$ cat config.mk
export PLATFORM = sky130hd
export DESIGN_NAME = pst_status
export DESIGN_NICKNAME = d
export VERILOG_FILES = /design/src/hw/pst_pkg.sv /design/src/hw/pst_status.sv
export SDC_FILE = /design/constraint.sdc
export NUM_CORES = 1
export LEC_CHECK = 0
export BUFFER_PORTS_ARGS = -buffer_cell sky130_fd_sc_hd__buf_2
export CAP_MARGIN = 40
export CORE_MARGIN = 4
export CORE_UTILIZATION = 46
export DETAILED_ROUTE_END_ITERATION = 10
export MAX_ROUTING_LAYER = met4
export PLACE_DENSITY_LB_ADDON = 0.05
export SLEW_MARGIN = 5
export SYNTH_ARGS = -nofsm -noshare
export SYNTH_HDL_FRONTEND = slang
export SYNTH_SLANG_ARGS = --single-unit
$ cat constraint.sdc
create_clock -name mclk -period 1.5 [get_ports mclk]
set_clock_uncertainty 0.05 [all_clocks]
set_input_delay 0.15 -clock mclk [delete_from_list [all_inputs] [get_ports mclk]]
set_output_delay 0.15 -clock mclk [all_outputs]
set_load 0.1 [all_outputs]
$ cat src/hw/pst_pkg.sv
package pst_pkg;
  localparam logic [4:0] PST_REG_STATUS = 5'h01;
  localparam logic [4:0] PST_REG_DETAIL = 5'h11;
  localparam logic [4:0] PST_REG_REMOTE = 5'h05;
  localparam int PST_BIT_T4 = 15;
  localparam int PST_BIT_TXFD = 14;
  localparam int PST_BIT_TXHD = 13;
  localparam int PST_BIT_TFD = 12;
  localparam int PST_BIT_THD = 11;
  localparam int PST_RSV_HI = 10;
  localparam int PST_RSV_LO = 7;
  localparam int PST_BIT_NOPRE = 6;
  localparam int PST_BIT_ANDONE = 5;
  localparam int PST_BIT_RFLT = 4;
  localparam int PST_BIT_ANABL = 3;
  localparam int PST_BIT_LINK = 2;
  localparam int PST_BIT_JAB = 1;
  localparam int PST_BIT_EXT = 0;
  localparam int PST_DET_RFLT = 1;
  localparam int PST_DET_LINK = 0;
  localparam int PST_LP_RFLT = 13;
  localparam logic [3:0] PST_CAP_RST = 4'hF;
  localparam logic [3:0] PST_RSV_RST = 4'h0;
  localparam logic PST_NOPRE_RST = 1'h0;
  localparam logic PST_ANABL_VAL = 1'h1;
  localparam logic PST_EXT_VAL = 1'h1;
  localparam logic [15:0] PST_ZERO16 = 16'h0000;

  typedef struct packed {
    logic [3:0] cap;
    logic [3:0] rsv;
    logic nopre;
    logic an_done;
    logic rflt;
    logic link;
    logic lp_rflt;
    logic [15:0] rdata;
  } pst_state_s;

  typedef struct packed {
    logic rd;
    logic wr;
    logic [4:0] addr;
    logic [15:0] wdata;
  } pst_mgmt_req_s;
endpackage : pst_pkg

$ cat src/hw/pst_status.sv
// Notes on behaviour
// - Bit 13 reports 100 Mb/s half duplex support, resets to one.
// - Bit 12 reports 10 Mb/s full duplex support, resets to one.
// - Bit 11 reports 10 Mb/s half duplex support, resets to one.
// - Capability bits 13 to 11 are writable only under override.
// - Reserved bits 10 to 7 always read zero.
// - Override-writable bits ignore writes unless override enable is one.
// - Bit 6 shows preamble-less frame acceptance, resets to zero.
// - Writing one to bit 6 under override enables preamble-less frames.
// - Negotiation complete stays zero while negotiation is disabled.
// - Negotiation complete sets only when negotiation finishes.
// - Negotiation complete latches high; a status read re-arms it from the live value.
// - A second status read returns the live unlatched condition.
// - A received code word sets remote fault to its fault flag.
// - Remote fault holds high until a read of register 1 or 17, or a code word without the fault flag, clears it.
// - A non-latching remote fault copy shows at bit 5.13.
// - Bit 3 reads one: negotiation ability.
// - Link status latches low at bit 2, mirrored at 17.0.
// - Link status re-arms from the live link monitor result on a status read.
// - The status register sits at management address one.
// - Reset loads every stored status bit with its default; bit 1 shows the live jabber input.
`timescale 1ns/1ps
`default_nettype none
module pst_status
  import pst_pkg::*;
(
  input wire logic mclk,
  input wire logic rst_n,
  input wire pst_mgmt_req_s req,
  input wire logic override_en,
  input wire logic an_enable,
  input wire logic an_complete,
  input wire logic lcw_valid,
  input wire logic lcw_rflt,
  input wire logic link_ok,
  input wire logic jabber,
  output logic [15:0] rdata,
  output logic no_preamble_ok,
  output logic lp_remote_fault
);
  pst_state_s st_reg;
  pst_state_s st_next;

  function automatic logic hit(input pst_mgmt_req_s r, input logic [4:0] a);
    hit = r.addr == a;
  endfunction : hit

  logic rd_stat;
  logic rd_det;
  logic an_live;
  assign rd_stat = req.rd && hit(req, PST_REG_STATUS);
  assign rd_det = req.rd && hit(req, PST_REG_DETAIL);
  assign an_live = an_enable && an_complete;

  always_comb begin
    logic [15:0] v;
    v = PST_ZERO16;
    st_next = st_reg;
    v[PST_BIT_TXFD] = 1'b1;
    v[PST_BIT_TXHD:PST_BIT_THD] = st_reg.cap[2:0];
    v[PST_BIT_NOPRE] = st_reg.nopre;
    v[PST_BIT_ANDONE] = st_reg.an_done;
    v[PST_BIT_RFLT] = st_reg.rflt;
    v[PST_BIT_ANABL] = PST_ANABL_VAL;
    v[PST_BIT_LINK] = st_reg.link;
    v[PST_BIT_JAB] = jabber;
    v[PST_BIT_EXT] = PST_EXT_VAL;
    // Reserved bits are stored for test use but never read back.
    if (rd_stat) begin
      st_next.rdata = v;
    end else if (rd_det) begin
      st_next.rdata = PST_ZERO16;
      st_next.rdata[PST_DET_RFLT] = st_reg.rflt;
      st_next.rdata[PST_DET_LINK] = st_reg.link;
    end else if (req.rd && hit(req, PST_REG_REMOTE)) begin
      st_next.rdata = PST_ZERO16;
      st_next.rdata[PST_LP_RFLT] = st_reg.lp_rflt;
    end
    if (req.wr && hit(req, PST_REG_STATUS) && override_en) begin
      st_next.cap = req.wdata[PST_BIT_TXFD:PST_BIT_THD];
      st_next.rsv = req.wdata[PST_RSV_HI:PST_RSV_LO];
      st_next.nopre = req.wdata[PST_BIT_NOPRE];
    end
    // A read re-arms the latch from the live value; a new event still wins.
    if (rd_stat) begin
      st_next.an_done = an_live;
      st_next.link = link_ok;
    end
    if (rd_stat || rd_det) begin
      st_next.rflt = 1'b0;
    end
    if (an_live) begin
      st_next.an_done = 1'b1;
    end
    if (!an_enable) begin
      st_next.an_done = 1'b0;
    end
    if (!link_ok) begin
      st_next.link = 1'b0;
    end
    if (lcw_valid) begin
      st_next.lp_rflt = lcw_rflt;
      if (lcw_rflt) begin
        st_next.rflt = 1'b1;
      end else if (!(rd_stat || rd_det)) begin
        st_next.rflt = 1'b0;
      end
    end
  end

  always_ff @(posedge mclk) begin
    if (!rst_n) begin
      st_reg.cap <= PST_CAP_RST;
      st_reg.rsv <= PST_RSV_RST;
      st_reg.nopre <= PST_NOPRE_RST;
      st_reg.an_done <= 1'b0;
      st_reg.rflt <= 1'b0;
      st_reg.link <= 1'b0;
      st_reg.lp_rflt <= 1'b0;
      st_reg.rdata <= PST_ZERO16;
    end else begin
      st_reg <= st_next;
    end
  end

  assign rdata = st_reg.rdata;
  assign no_preamble_ok = st_reg.nopre;
  assign lp_remote_fault = st_reg.lp_rflt;

  AST_CAP_LOCK: assert property (@(posedge mclk) disable iff (!rst_n)
    !override_en |=> $stable(st_reg.cap)) else $error("capability changed without override");
  AST_NOPRE_LOCK: assert property (@(posedge mclk) disable iff (!rst_n)
    !override_en |=> $stable(st_reg.nopre)) else $error("preamble bit changed without override");
  AST_RSV_ZERO: assert property (@(posedge mclk) disable iff (!rst_n)
    $past(rd_stat) |-> rdata[PST_RSV_HI:PST_RSV_LO] == 4'h0) else $error("reserved bits nonzero");
  AST_AN_OFF: assert property (@(posedge mclk) disable iff (!rst_n)
    !an_enable |=> !st_reg.an_done) else $error("negotiation done while disabled");
  AST_AN_LATCH: assert property (@(posedge mclk) disable iff (!rst_n)
    st_reg.an_done && an_enable && !rd_stat |=> st_reg.an_done) else $error("done latch lost");
  AST_RF_SET: assert property (@(posedge mclk) disable iff (!rst_n)
    lcw_valid && lcw_rflt |=> st_reg.rflt && st_reg.lp_rflt) else $error("remote fault not set");
  AST_LINK_LOW: assert property (@(posedge mclk) disable iff (!rst_n)
    !link_ok |=> !st_reg.link ##1 (!st_reg.link || $past(rd_stat))) else $error("link drop lost");
  AST_RD_LINK: assert property (@(posedge mclk) disable iff (!rst_n)
    rd_stat |=> rdata[PST_BIT_LINK] == $past(st_reg.link)) else $error("read data mismatch");

  // Read checks compare with the state before the read, because a read re-arms the latches.
  for (genvar gi = 0; gi < PST_BIT_TXHD - PST_BIT_THD + 1; gi++) begin : g_cap
    AST_CAP_SHOW: assert property (@(posedge mclk) disable iff (!rst_n)
      rd_stat |=> rdata[PST_BIT_THD + gi] == $past(st_reg.cap[gi]))
      else $error("capability bit misreported");
  end

  AST_CAP_WRITE: assert property (@(posedge mclk) disable iff (!rst_n)
    req.wr && hit(req, PST_REG_STATUS) && override_en |=>
      st_reg.cap == $past(req.wdata[PST_BIT_TXFD:PST_BIT_THD]))
    else $error("capability write under override lost");

  AST_RSV_LOCK: assert property (@(posedge mclk) disable iff (!rst_n)
    !override_en |=> $stable(st_reg.rsv))
    else $error("reserved bits changed without override");

  AST_RSV_WRITE: assert property (@(posedge mclk) disable iff (!rst_n)
    req.wr && hit(req, PST_REG_STATUS) && override_en |=>
      st_reg.rsv == $past(req.wdata[PST_RSV_HI:PST_RSV_LO]))
    else $error("reserved write under override lost");

  AST_NOPRE_WRITE: assert property (@(posedge mclk) disable iff (!rst_n)
    req.wr && hit(req, PST_REG_STATUS) && override_en |=>
      st_reg.nopre == $past(req.wdata[PST_BIT_NOPRE]))
    else $error("preamble bit write lost");

  AST_NOPRE_RD: assert property (@(posedge mclk) disable iff (!rst_n)
    rd_stat |=> rdata[PST_BIT_NOPRE] == $past(no_preamble_ok))
    else $error("preamble bit misreported");

  AST_OTHER_WR: assert property (@(posedge mclk) disable iff (!rst_n)
    req.wr && !hit(req, PST_REG_STATUS) |=> $stable(st_reg.cap) && $stable(st_reg.nopre))
    else $error("write to another address changed status");

  AST_ANABL_ONE: assert property (@(posedge mclk) disable iff (!rst_n)
    rd_stat |=> rdata[PST_BIT_ANABL])
    else $error("negotiation ability not one");

  AST_FIXED_BITS: assert property (@(posedge mclk) disable iff (!rst_n)
    rd_stat |=> rdata[PST_BIT_EXT] && rdata[PST_BIT_TXFD])
    else $error("fixed one bits wrong");

  AST_T4_ZERO: assert property (@(posedge mclk) disable iff (!rst_n)
    rd_stat |=> !rdata[PST_BIT_T4])
    else $error("top status bit not zero");

  AST_JAB_LIVE: assert property (@(posedge mclk) disable iff (!rst_n)
    rd_stat |=> rdata[PST_BIT_JAB] == $past(jabber))
    else $error("jabber bit misreported");

  AST_AN_SET: assert property (@(posedge mclk) disable iff (!rst_n)
    an_enable && an_complete |=> st_reg.an_done)
    else $error("negotiation done not latched");

  AST_AN_ONLY: assert property (@(posedge mclk) disable iff (!rst_n)
    !st_reg.an_done && !(an_enable && an_complete) |=> !st_reg.an_done)
    else $error("negotiation done set early");

  AST_RD_AN: assert property (@(posedge mclk) disable iff (!rst_n)
    rd_stat |=> rdata[PST_BIT_ANDONE] == $past(st_reg.an_done))
    else $error("negotiation done misreported");

  AST_AN_REARM: assert property (@(posedge mclk) disable iff (!rst_n)
    rd_stat && !(an_enable && an_complete) |=> !st_reg.an_done)
    else $error("negotiation done not re-armed");

  AST_DET_KEEP_AN: assert property (@(posedge mclk) disable iff (!rst_n)
    rd_det && st_reg.an_done && an_enable |=> st_reg.an_done)
    else $error("detail read cleared negotiation done");

  AST_RD_RFLT: assert property (@(posedge mclk) disable iff (!rst_n)
    rd_stat |=> rdata[PST_BIT_RFLT] == $past(st_reg.rflt))
    else $error("remote fault misreported");

  AST_DET_BITS: assert property (@(posedge mclk) disable iff (!rst_n)
    rd_det |=> rdata[PST_DET_RFLT] == $past(st_reg.rflt) &&
      rdata[PST_DET_LINK] == $past(st_reg.link))
    else $error("detail bits misreported");

  AST_DET_ZERO: assert property (@(posedge mclk) disable iff (!rst_n)
    rd_det |=> rdata[PST_BIT_T4:PST_BIT_LINK] == '0)
    else $error("detail upper bits nonzero");

  AST_RF_CLEAR: assert property (@(posedge mclk) disable iff (!rst_n)
    (rd_stat || rd_det) && !(lcw_valid && lcw_rflt) |=> !st_reg.rflt)
    else $error("remote fault not cleared by read");

  AST_RF_SET_RD: assert property (@(posedge mclk) disable iff (!rst_n)
    lcw_valid && lcw_rflt && rd_det |=> st_reg.rflt)
    else $error("read clear beat a new remote fault");

  AST_RF_HOLD: assert property (@(posedge mclk) disable iff (!rst_n)
    st_reg.rflt && !rd_stat && !rd_det && !lcw_valid |=> st_reg.rflt)
    else $error("remote fault latch lost");

  AST_RF_FOLLOW: assert property (@(posedge mclk) disable iff (!rst_n)
    lcw_valid && !lcw_rflt |=> !st_reg.rflt && !st_reg.lp_rflt)
    else $error("remote fault not following code word");

  AST_LP_HOLD: assert property (@(posedge mclk) disable iff (!rst_n)
    !lcw_valid |=> $stable(st_reg.lp_rflt))
    else $error("partner fault copy changed without code word");

  AST_LP_RD: assert property (@(posedge mclk) disable iff (!rst_n)
    req.rd && hit(req, PST_REG_REMOTE) |=> rdata[PST_LP_RFLT] == $past(st_reg.lp_rflt))
    else $error("partner fault copy misreported");

  AST_LP_ZERO: assert property (@(posedge mclk) disable iff (!rst_n)
    req.rd && hit(req, PST_REG_REMOTE) |=>
      {rdata[PST_BIT_T4:PST_LP_RFLT + 1], rdata[PST_LP_RFLT - 1:PST_BIT_EXT]} == '0)
    else $error("partner fault word has stray bits");

  AST_LINK_REARM: assert property (@(posedge mclk) disable iff (!rst_n)
    rd_stat && link_ok |=> st_reg.link)
    else $error("link not re-armed by read");

  AST_LINK_HOLD: assert property (@(posedge mclk) disable iff (!rst_n)
    !st_reg.link && !rd_stat |=> !st_reg.link)
    else $error("link low latch lost");

  AST_LINK_DROP_RD: assert property (@(posedge mclk) disable iff (!rst_n)
    !link_ok && rd_stat |=> !st_reg.link)
    else $error("read hid a link drop");

  AST_RDATA_HOLD: assert property (@(posedge mclk) disable iff (!rst_n)
    !rd_stat && !rd_det && !(req.rd && hit(req, PST_REG_REMOTE)) |=> $stable(rdata))
    else $error("read data changed without a read");

  // This check has no disable so that it can watch the reset itself.
  AST_RESET_DEFAULTS: assert property (@(posedge mclk)
    !rst_n |=> st_reg.cap == PST_CAP_RST && st_reg.nopre == PST_NOPRE_RST && rdata == PST_ZERO16)
    else $error("reset defaults not loaded");

  COV_OVR_WR: cover property (@(posedge mclk) req.wr && override_en && hit(req, PST_REG_STATUS));
  COV_TWO_RD: cover property (@(posedge mclk) rd_stat ##1 rd_stat);
  COV_RFLT: cover property (@(posedge mclk) lcw_valid && lcw_rflt ##[1:4] rd_det);
  COV_LINK_DROP: cover property (@(posedge mclk) !link_ok ##1 rd_stat ##[1:8] rd_stat);
  COV_AN_READ: cover property (@(posedge mclk) an_live ##[1:8] rd_stat);
endmodule : pst_status
`default_nettype wire

==> flow_metrics.py, run 1 <==
metrics = {
    "run_status": {
        "status": "finished, final reports clean",
    },
    "sta": {
        "hold_viol": 0,
        "fmax_ghz": 0.780,
        "fin_worst_hold_slack_ns": 0.0459,
        "fin_crit_ns": 1.28,
        "setup_viol": 0,
        "fin_ws_ns": 0.218,
        "setup_tns_ns": 0,
        "grt_setup_unrepaired": "no",
        "period_share_pct": 85.5,
        "drv_slew": 0,
    },
    "logic_synthesis": {
        "synth.distinct_cells": 29,
        "syn_area_per_cell_um2": 8.88,
        "synth_top_area_share_pct": 41.0,
        "synth_top_area_cell": "dfxtp_1",
        "synth_ff_type": "dfxtp_1",
        "yosys.cell_count.top_type": "dfxtp_1",
        "synth.yosys.warnings": 0,
        "syn_inst": 99,
        "async_flop_share_pct": 0,
        "synth_edf_count": 0,
        "ys_ff_latch": 18,
        "yosysSeqAreaShare_pct": 41.0,
        "synthTopCellsByArea": "dfxtp_1, buf_4, mux2i_1, nand2_1, nor2_1",
        "netlist_area_um2": 880,
        "synth_top_cells_by_count": "dfxtp_1, buf_4, nand2_1",
    },
    "place": {
        "placed_cells": 143,
        "portBuffers": 32,
        "dp_slack_ns": 0.258,
        "place_congestion": 0.747,
        "post-dp-hpwl_mm": 1.36,
    },
    "critical_path": {
        "cpMaxStageDelayCell": "buf_2",
        "critPathLaunchType": "flip-flop",
        "end_kind": "output pin",
        "cp_max_fo": 3,
        "cp.arrival_ns": 1.08,
        "cp_cell_sequence": "buf_2",
        "crit_buf_inv": 1,
        "path_delay_family": "buffers and inverters",
        "cp_slowest_stage_delay_ns": 0.43,
        "required_ns": 1.30,
        "worstSetupPathType": "reg2out",
    },
    "global_routing": {
        "grt_pass1_wl_mm": 2.93,
        "overflow": 0,
        "grt_max_degree": 13,
        "grt_pass1_vias": 677,
        "grt_usage_pct": 15.0,
        "antenna_found_initial": 0,
    },
    "floorplanning": {
        "rows": 15,
        "ios": 50,
        "start_util_pct": 49.9,
        "dieArea_um2": 2680,
        "die_w_um": 51.7,
        "die_h_um": 51.7,
        "core-area_um2": 1760,
    },
    "routing": {
        "drc_errors": 0,
        "drt_first_pass_iters": 4,
        "drt_iter0_drc": 15,
        "wl_per_cell_um": 11.8,
        "finalWirelength_mm": 1.73,
        "vias": 703,
        "ant_nets": 0,
        "viasPerCell": 4.78,
    },
    "final_layout": {
        "final_layout_size_suffix_gt1_share_pct": 34.4,
        "n_antenna_cell": 0,
        "layout.nets": 155,
        "fin_cells": 147,
        "area_growth_pct": 13.7,
        "largest_reg_flops": 10,
    },
    "clock_tree": {
        "clock-sinks": 18,
        "cts_buffers": 3,
        "clk_pin_slew_ns": 0.10,
        "clockBufferDepth": 2,
        "postCtsSetupBuffers": 0,
        "hold_buffers": 0,
        "root_buffer": "clkbuf_4",
        "ctsResizeCount": 0,
        "clock_latency_ns": 0.28,
        "cts_tree": "built",
        "htreeDepth": 1,
    },
    "job": {
        "drv_cap": 0,
    },
    "pwr": {
        "power_density_nw_per_um2": 953,
        "p_leak_uw": 0.000450,
        "peakVddDrop_mv": 0.509,
        "p_total_uw": 953,
    },
    "worst_hold_path": {
        "hold_path_class": "in2reg",
    },
}
where the power goes:
group          switching (µW)  internal (µW)  leakage [µW]
registers                4.06            485      0.000146
logic                     129           42.6      0.000283
clock network             144            148     0.0000210
total                     277            675      0.000450
metal layers:
metal / vias to the layer above / track usage, % / routed length (µm)
li1: 369 / - / -
met1: 312 / 19.0 / 795
met2: 20 / 23.5 / 836
met3: 2 / 3.44 / 90
met4: 0 / 5.24 / 11
met5: - / - / 0
cell families after synthesis:
group,count (synthesis),share of synthesized area (%)
and+or+nand+nor,35,21.9
buffers and inverters,22,17.4
DFF,18,41.0
AOI/OAI and AO/OA,17,12.5
muxes,6,6.83
other,1,0.426
through the flow:
stage	area, µm²	utilization, %
after detailed placement	963	54.6
after global placement	963	54.6
after CTS	1000	56.7
after floorplan	895	-
after global routing	1000	56.7
final	1000	56.7
layout make-up:
type | count | area (µm²)
Sequential cell | 18 | 360
Fill cell | 188 | 764
Tap cell | 25 | 31.3
Timing Repair Buffer | 35 | 183
Inverter | 2 | 7.51
Multi-Input combinational cell | 63 | 382
Clock buffer | 4 | 36.3
worst paths after layout:
| check | end | depth (start not counted) | slack (ns) | startpoint |
|---|---|---|---|---|
| setup / recovery | lp_remote_fault | 1 | 0.22 | lp_remote_fault |
| hold / removal | no_preamble_ok | 3 | 0.05 | req[6] |
| setup reg to reg | rdata[1] | 3 | 0.45 | st_reg[18] |
| hold reg to reg | rdata[0] | 2 | 0.41 | rdata[0] |
layout by cell type (no fill, tap or decap), drive strengths merged, types with 2 or more instances in the layout:
cell	netlist	layout
inv	2	2
mux2i	6	6
clkbuf	2	4
nand2	15	15
nor2	10	10
dfxtp	18	18
o21ai	3	3
conb	1	5
a21oi	4	4
nor3b	2	2
buf	18	35
nand3	2	2
o22ai	5	5
(Power assumes the default switching activity.)
==> run 2, diff against run 1 <==
- CORE_UTILIZATION: 46 -> 42
- clock period: 1.5 -> 1.41 ns (I/O delays scaled with it)
==> flow_metrics.py, run 2 (synthesis results as in run 1) <==
metrics = {
    "run_status": {
        "status": "finished, final reports clean",
    },
    "critical_path": {
        "cpMaxStageDelayCell": "buf_2",
        "cp-endpoint": "lp_remote_fault",
        "critPathLaunchType": "flip-flop",
        "critPathLaunch": "lp_remote_fault",
        "reg2reg_to": "rdata[1]",
        "cp.arrival_ns": 1.07,
        "cp_max_fo": 3,
        "crit_buf_inv": 1,
        "worstSetupPathType": "reg2out",
        "worst-path-stages": 1,
        "required_ns": 1.22,
        "regToRegSetupSlack_ns": 0.36,
        "cp_cell_sequence": "buf_2",
        "end_kind": "output pin",
        "rr_worst_depth": 3,
        "path_delay_family": "buffers and inverters",
        "crit-reg2reg-launch": "st_reg[18]",
        "cp_slowest_stage_delay_ns": 0.42,
    },
    "global_routing": {
        "grt_pass1_vias": 637,
        "grt_max_degree": 17,
        "grt_usage_pct": 13.5,
        "overflow": 0,
        "antenna_found_initial": 0,
        "grt_pass1_wl_mm": 2.75,
    },
    "place": {
        "portBuffers": 32,
        "post-dp-hpwl_mm": 1.33,
        "place_congestion": 0.759,
        "placed_cells": 145,
        "post_dp_cell_area_um2": 967,
    },
    "sta": {
        "setup_viol": 0,
        "drv_slew": 0,
        "fin_crit_ns": 1.26,
        "setup_tns_ns": 0,
        "period_share_pct": 89.5,
        "grt_setup_unrepaired": "no",
        "hold_viol": 0,
        "fmax_ghz": 0.793,
    },
    "floorplanning": {
        "rows": 16,
        "ios": 50,
        "core-area_um2": 1980,
        "die_h_um": 53.8,
        "dieArea_um2": 2890,
        "die_w_um": 53.8,
        "start_util_pct": 44.4,
    },
    "final_layout": {
        "largest_reg_flops": 10,
        "finalInstanceArea_um2": 1000,
        "final_layout_size_suffix_gt1_share_pct": 35.2,
        "final_core_util_pct": 50.6,
        "final_common_cell": "buf_2",
        "layout.nets": 155,
        "fin_cells": 149,
        "layout_common_cells": "buf_2, dfxtp_1, nand2_1, nor2_1, mux2i_1",
        "area_growth_pct": 14.1,
        "n_antenna_cell": 0,
    },
    "clock_tree": {
        "cts_tree": "built",
        "clockBufferDepth": 2,
        "postCtsSetupBuffers": 0,
        "hold_buffers": 0,
        "clock_latency_ns": 0.29,
        "cts_buffers": 3,
        "clk_pin_slew_ns": 0.10,
        "ctsResizeCount": 0,
        "root_buffer": "clkbuf_4",
        "clock-sinks": 18,
        "htreeDepth": 1,
    },
    "routing": {
        "drt_first_pass_iters": 4,
        "viasPerCell": 4.62,
        "ant_nets": 0,
        "drc_errors": 0,
        "vias": 688,
        "finalWirelength_mm": 1.65,
        "drt_iter0_drc": 6,
        "wl_per_cell_um": 11.1,
    },
    "pwr": {
        "p_leak_uw": 0.000451,
        "power_density_nw_per_um2": 1010,
        "peakVddDrop_mv": 0.518,
    },
    "worst_hold_path": {
        "worstHoldStart": "link_ok",
        "hold_path_class": "in2reg",
    },
    "job": {
        "drv_cap": 0,
    },
}
==> run 2: cell counts in the layout (fill, tap and decap cells not counted) <==
No cell type changed its count.
==> run 2: per-stage QoR <==
stage	hold slack, ns	power (µW)	setup slack (ns)
detailed placement	0.336	714	0.214
finish	0.0261	1020	0.149
CTS	0.0166	1030	0.139
global route	0.0159	1070	0.0898
global placement	0.332	713	0.219
floorplan	0.215	681	0.0761
==> run 2: worst min-delay path by stage <==
stage	endpoint	depth (start not counted)	slack [ns]
after floorplan	st_reg[17]	2	0.22
after global placement	st_reg[17]	3	0.33
after detailed placement	st_reg[19]	2	0.34
after CTS	st_reg[17]	3	0.02
after global routing	st_reg[17]	3	0.02
final	st_reg[17]	3	0.03
==> run 2: area by class of cell <==
cell class / instances / area, µm²
Timing Repair Buffer: 35 / 183
Multi-Input combinational cell: 63 / 382
Fill cell: 215 / 978
Clock buffer: 4 / 36.3
Inverter: 2 / 7.51
Sequential cell: 18 / 362
Tap cell: 27 / 33.8
==> run 2: worst min-delay path, cell delays in order <==
cell and delay (ns):
buf_2 0.10, nand2_1 0.05, a21oi_1 0.03
==> run 2: where the power goes <==
group	internal [µW]	leakage (µW)	total (µW)	switching, µW
Combinational	45.3	0.000283	181	135
Clock	157	0.0000210	316	159
Sequential	516	0.000146	521	5.02
==> run 2: layer usage <==
| metal | part of all wire [%] | global-route usage, % | up-vias | wire, µm |
|---|---|---|---|---|
| met5 | 0 | - | - | 0 |
| met4 | 0.85 | 6.38 | 0 | 14 |
| met3 | 6.2 | 3.32 | 2 | 103 |
| met2 | 47 | 20.0 | 18 | 776 |
| met1 | 46 | 17.1 | 301 | 755 |
| li1 | - | - | 367 | - |
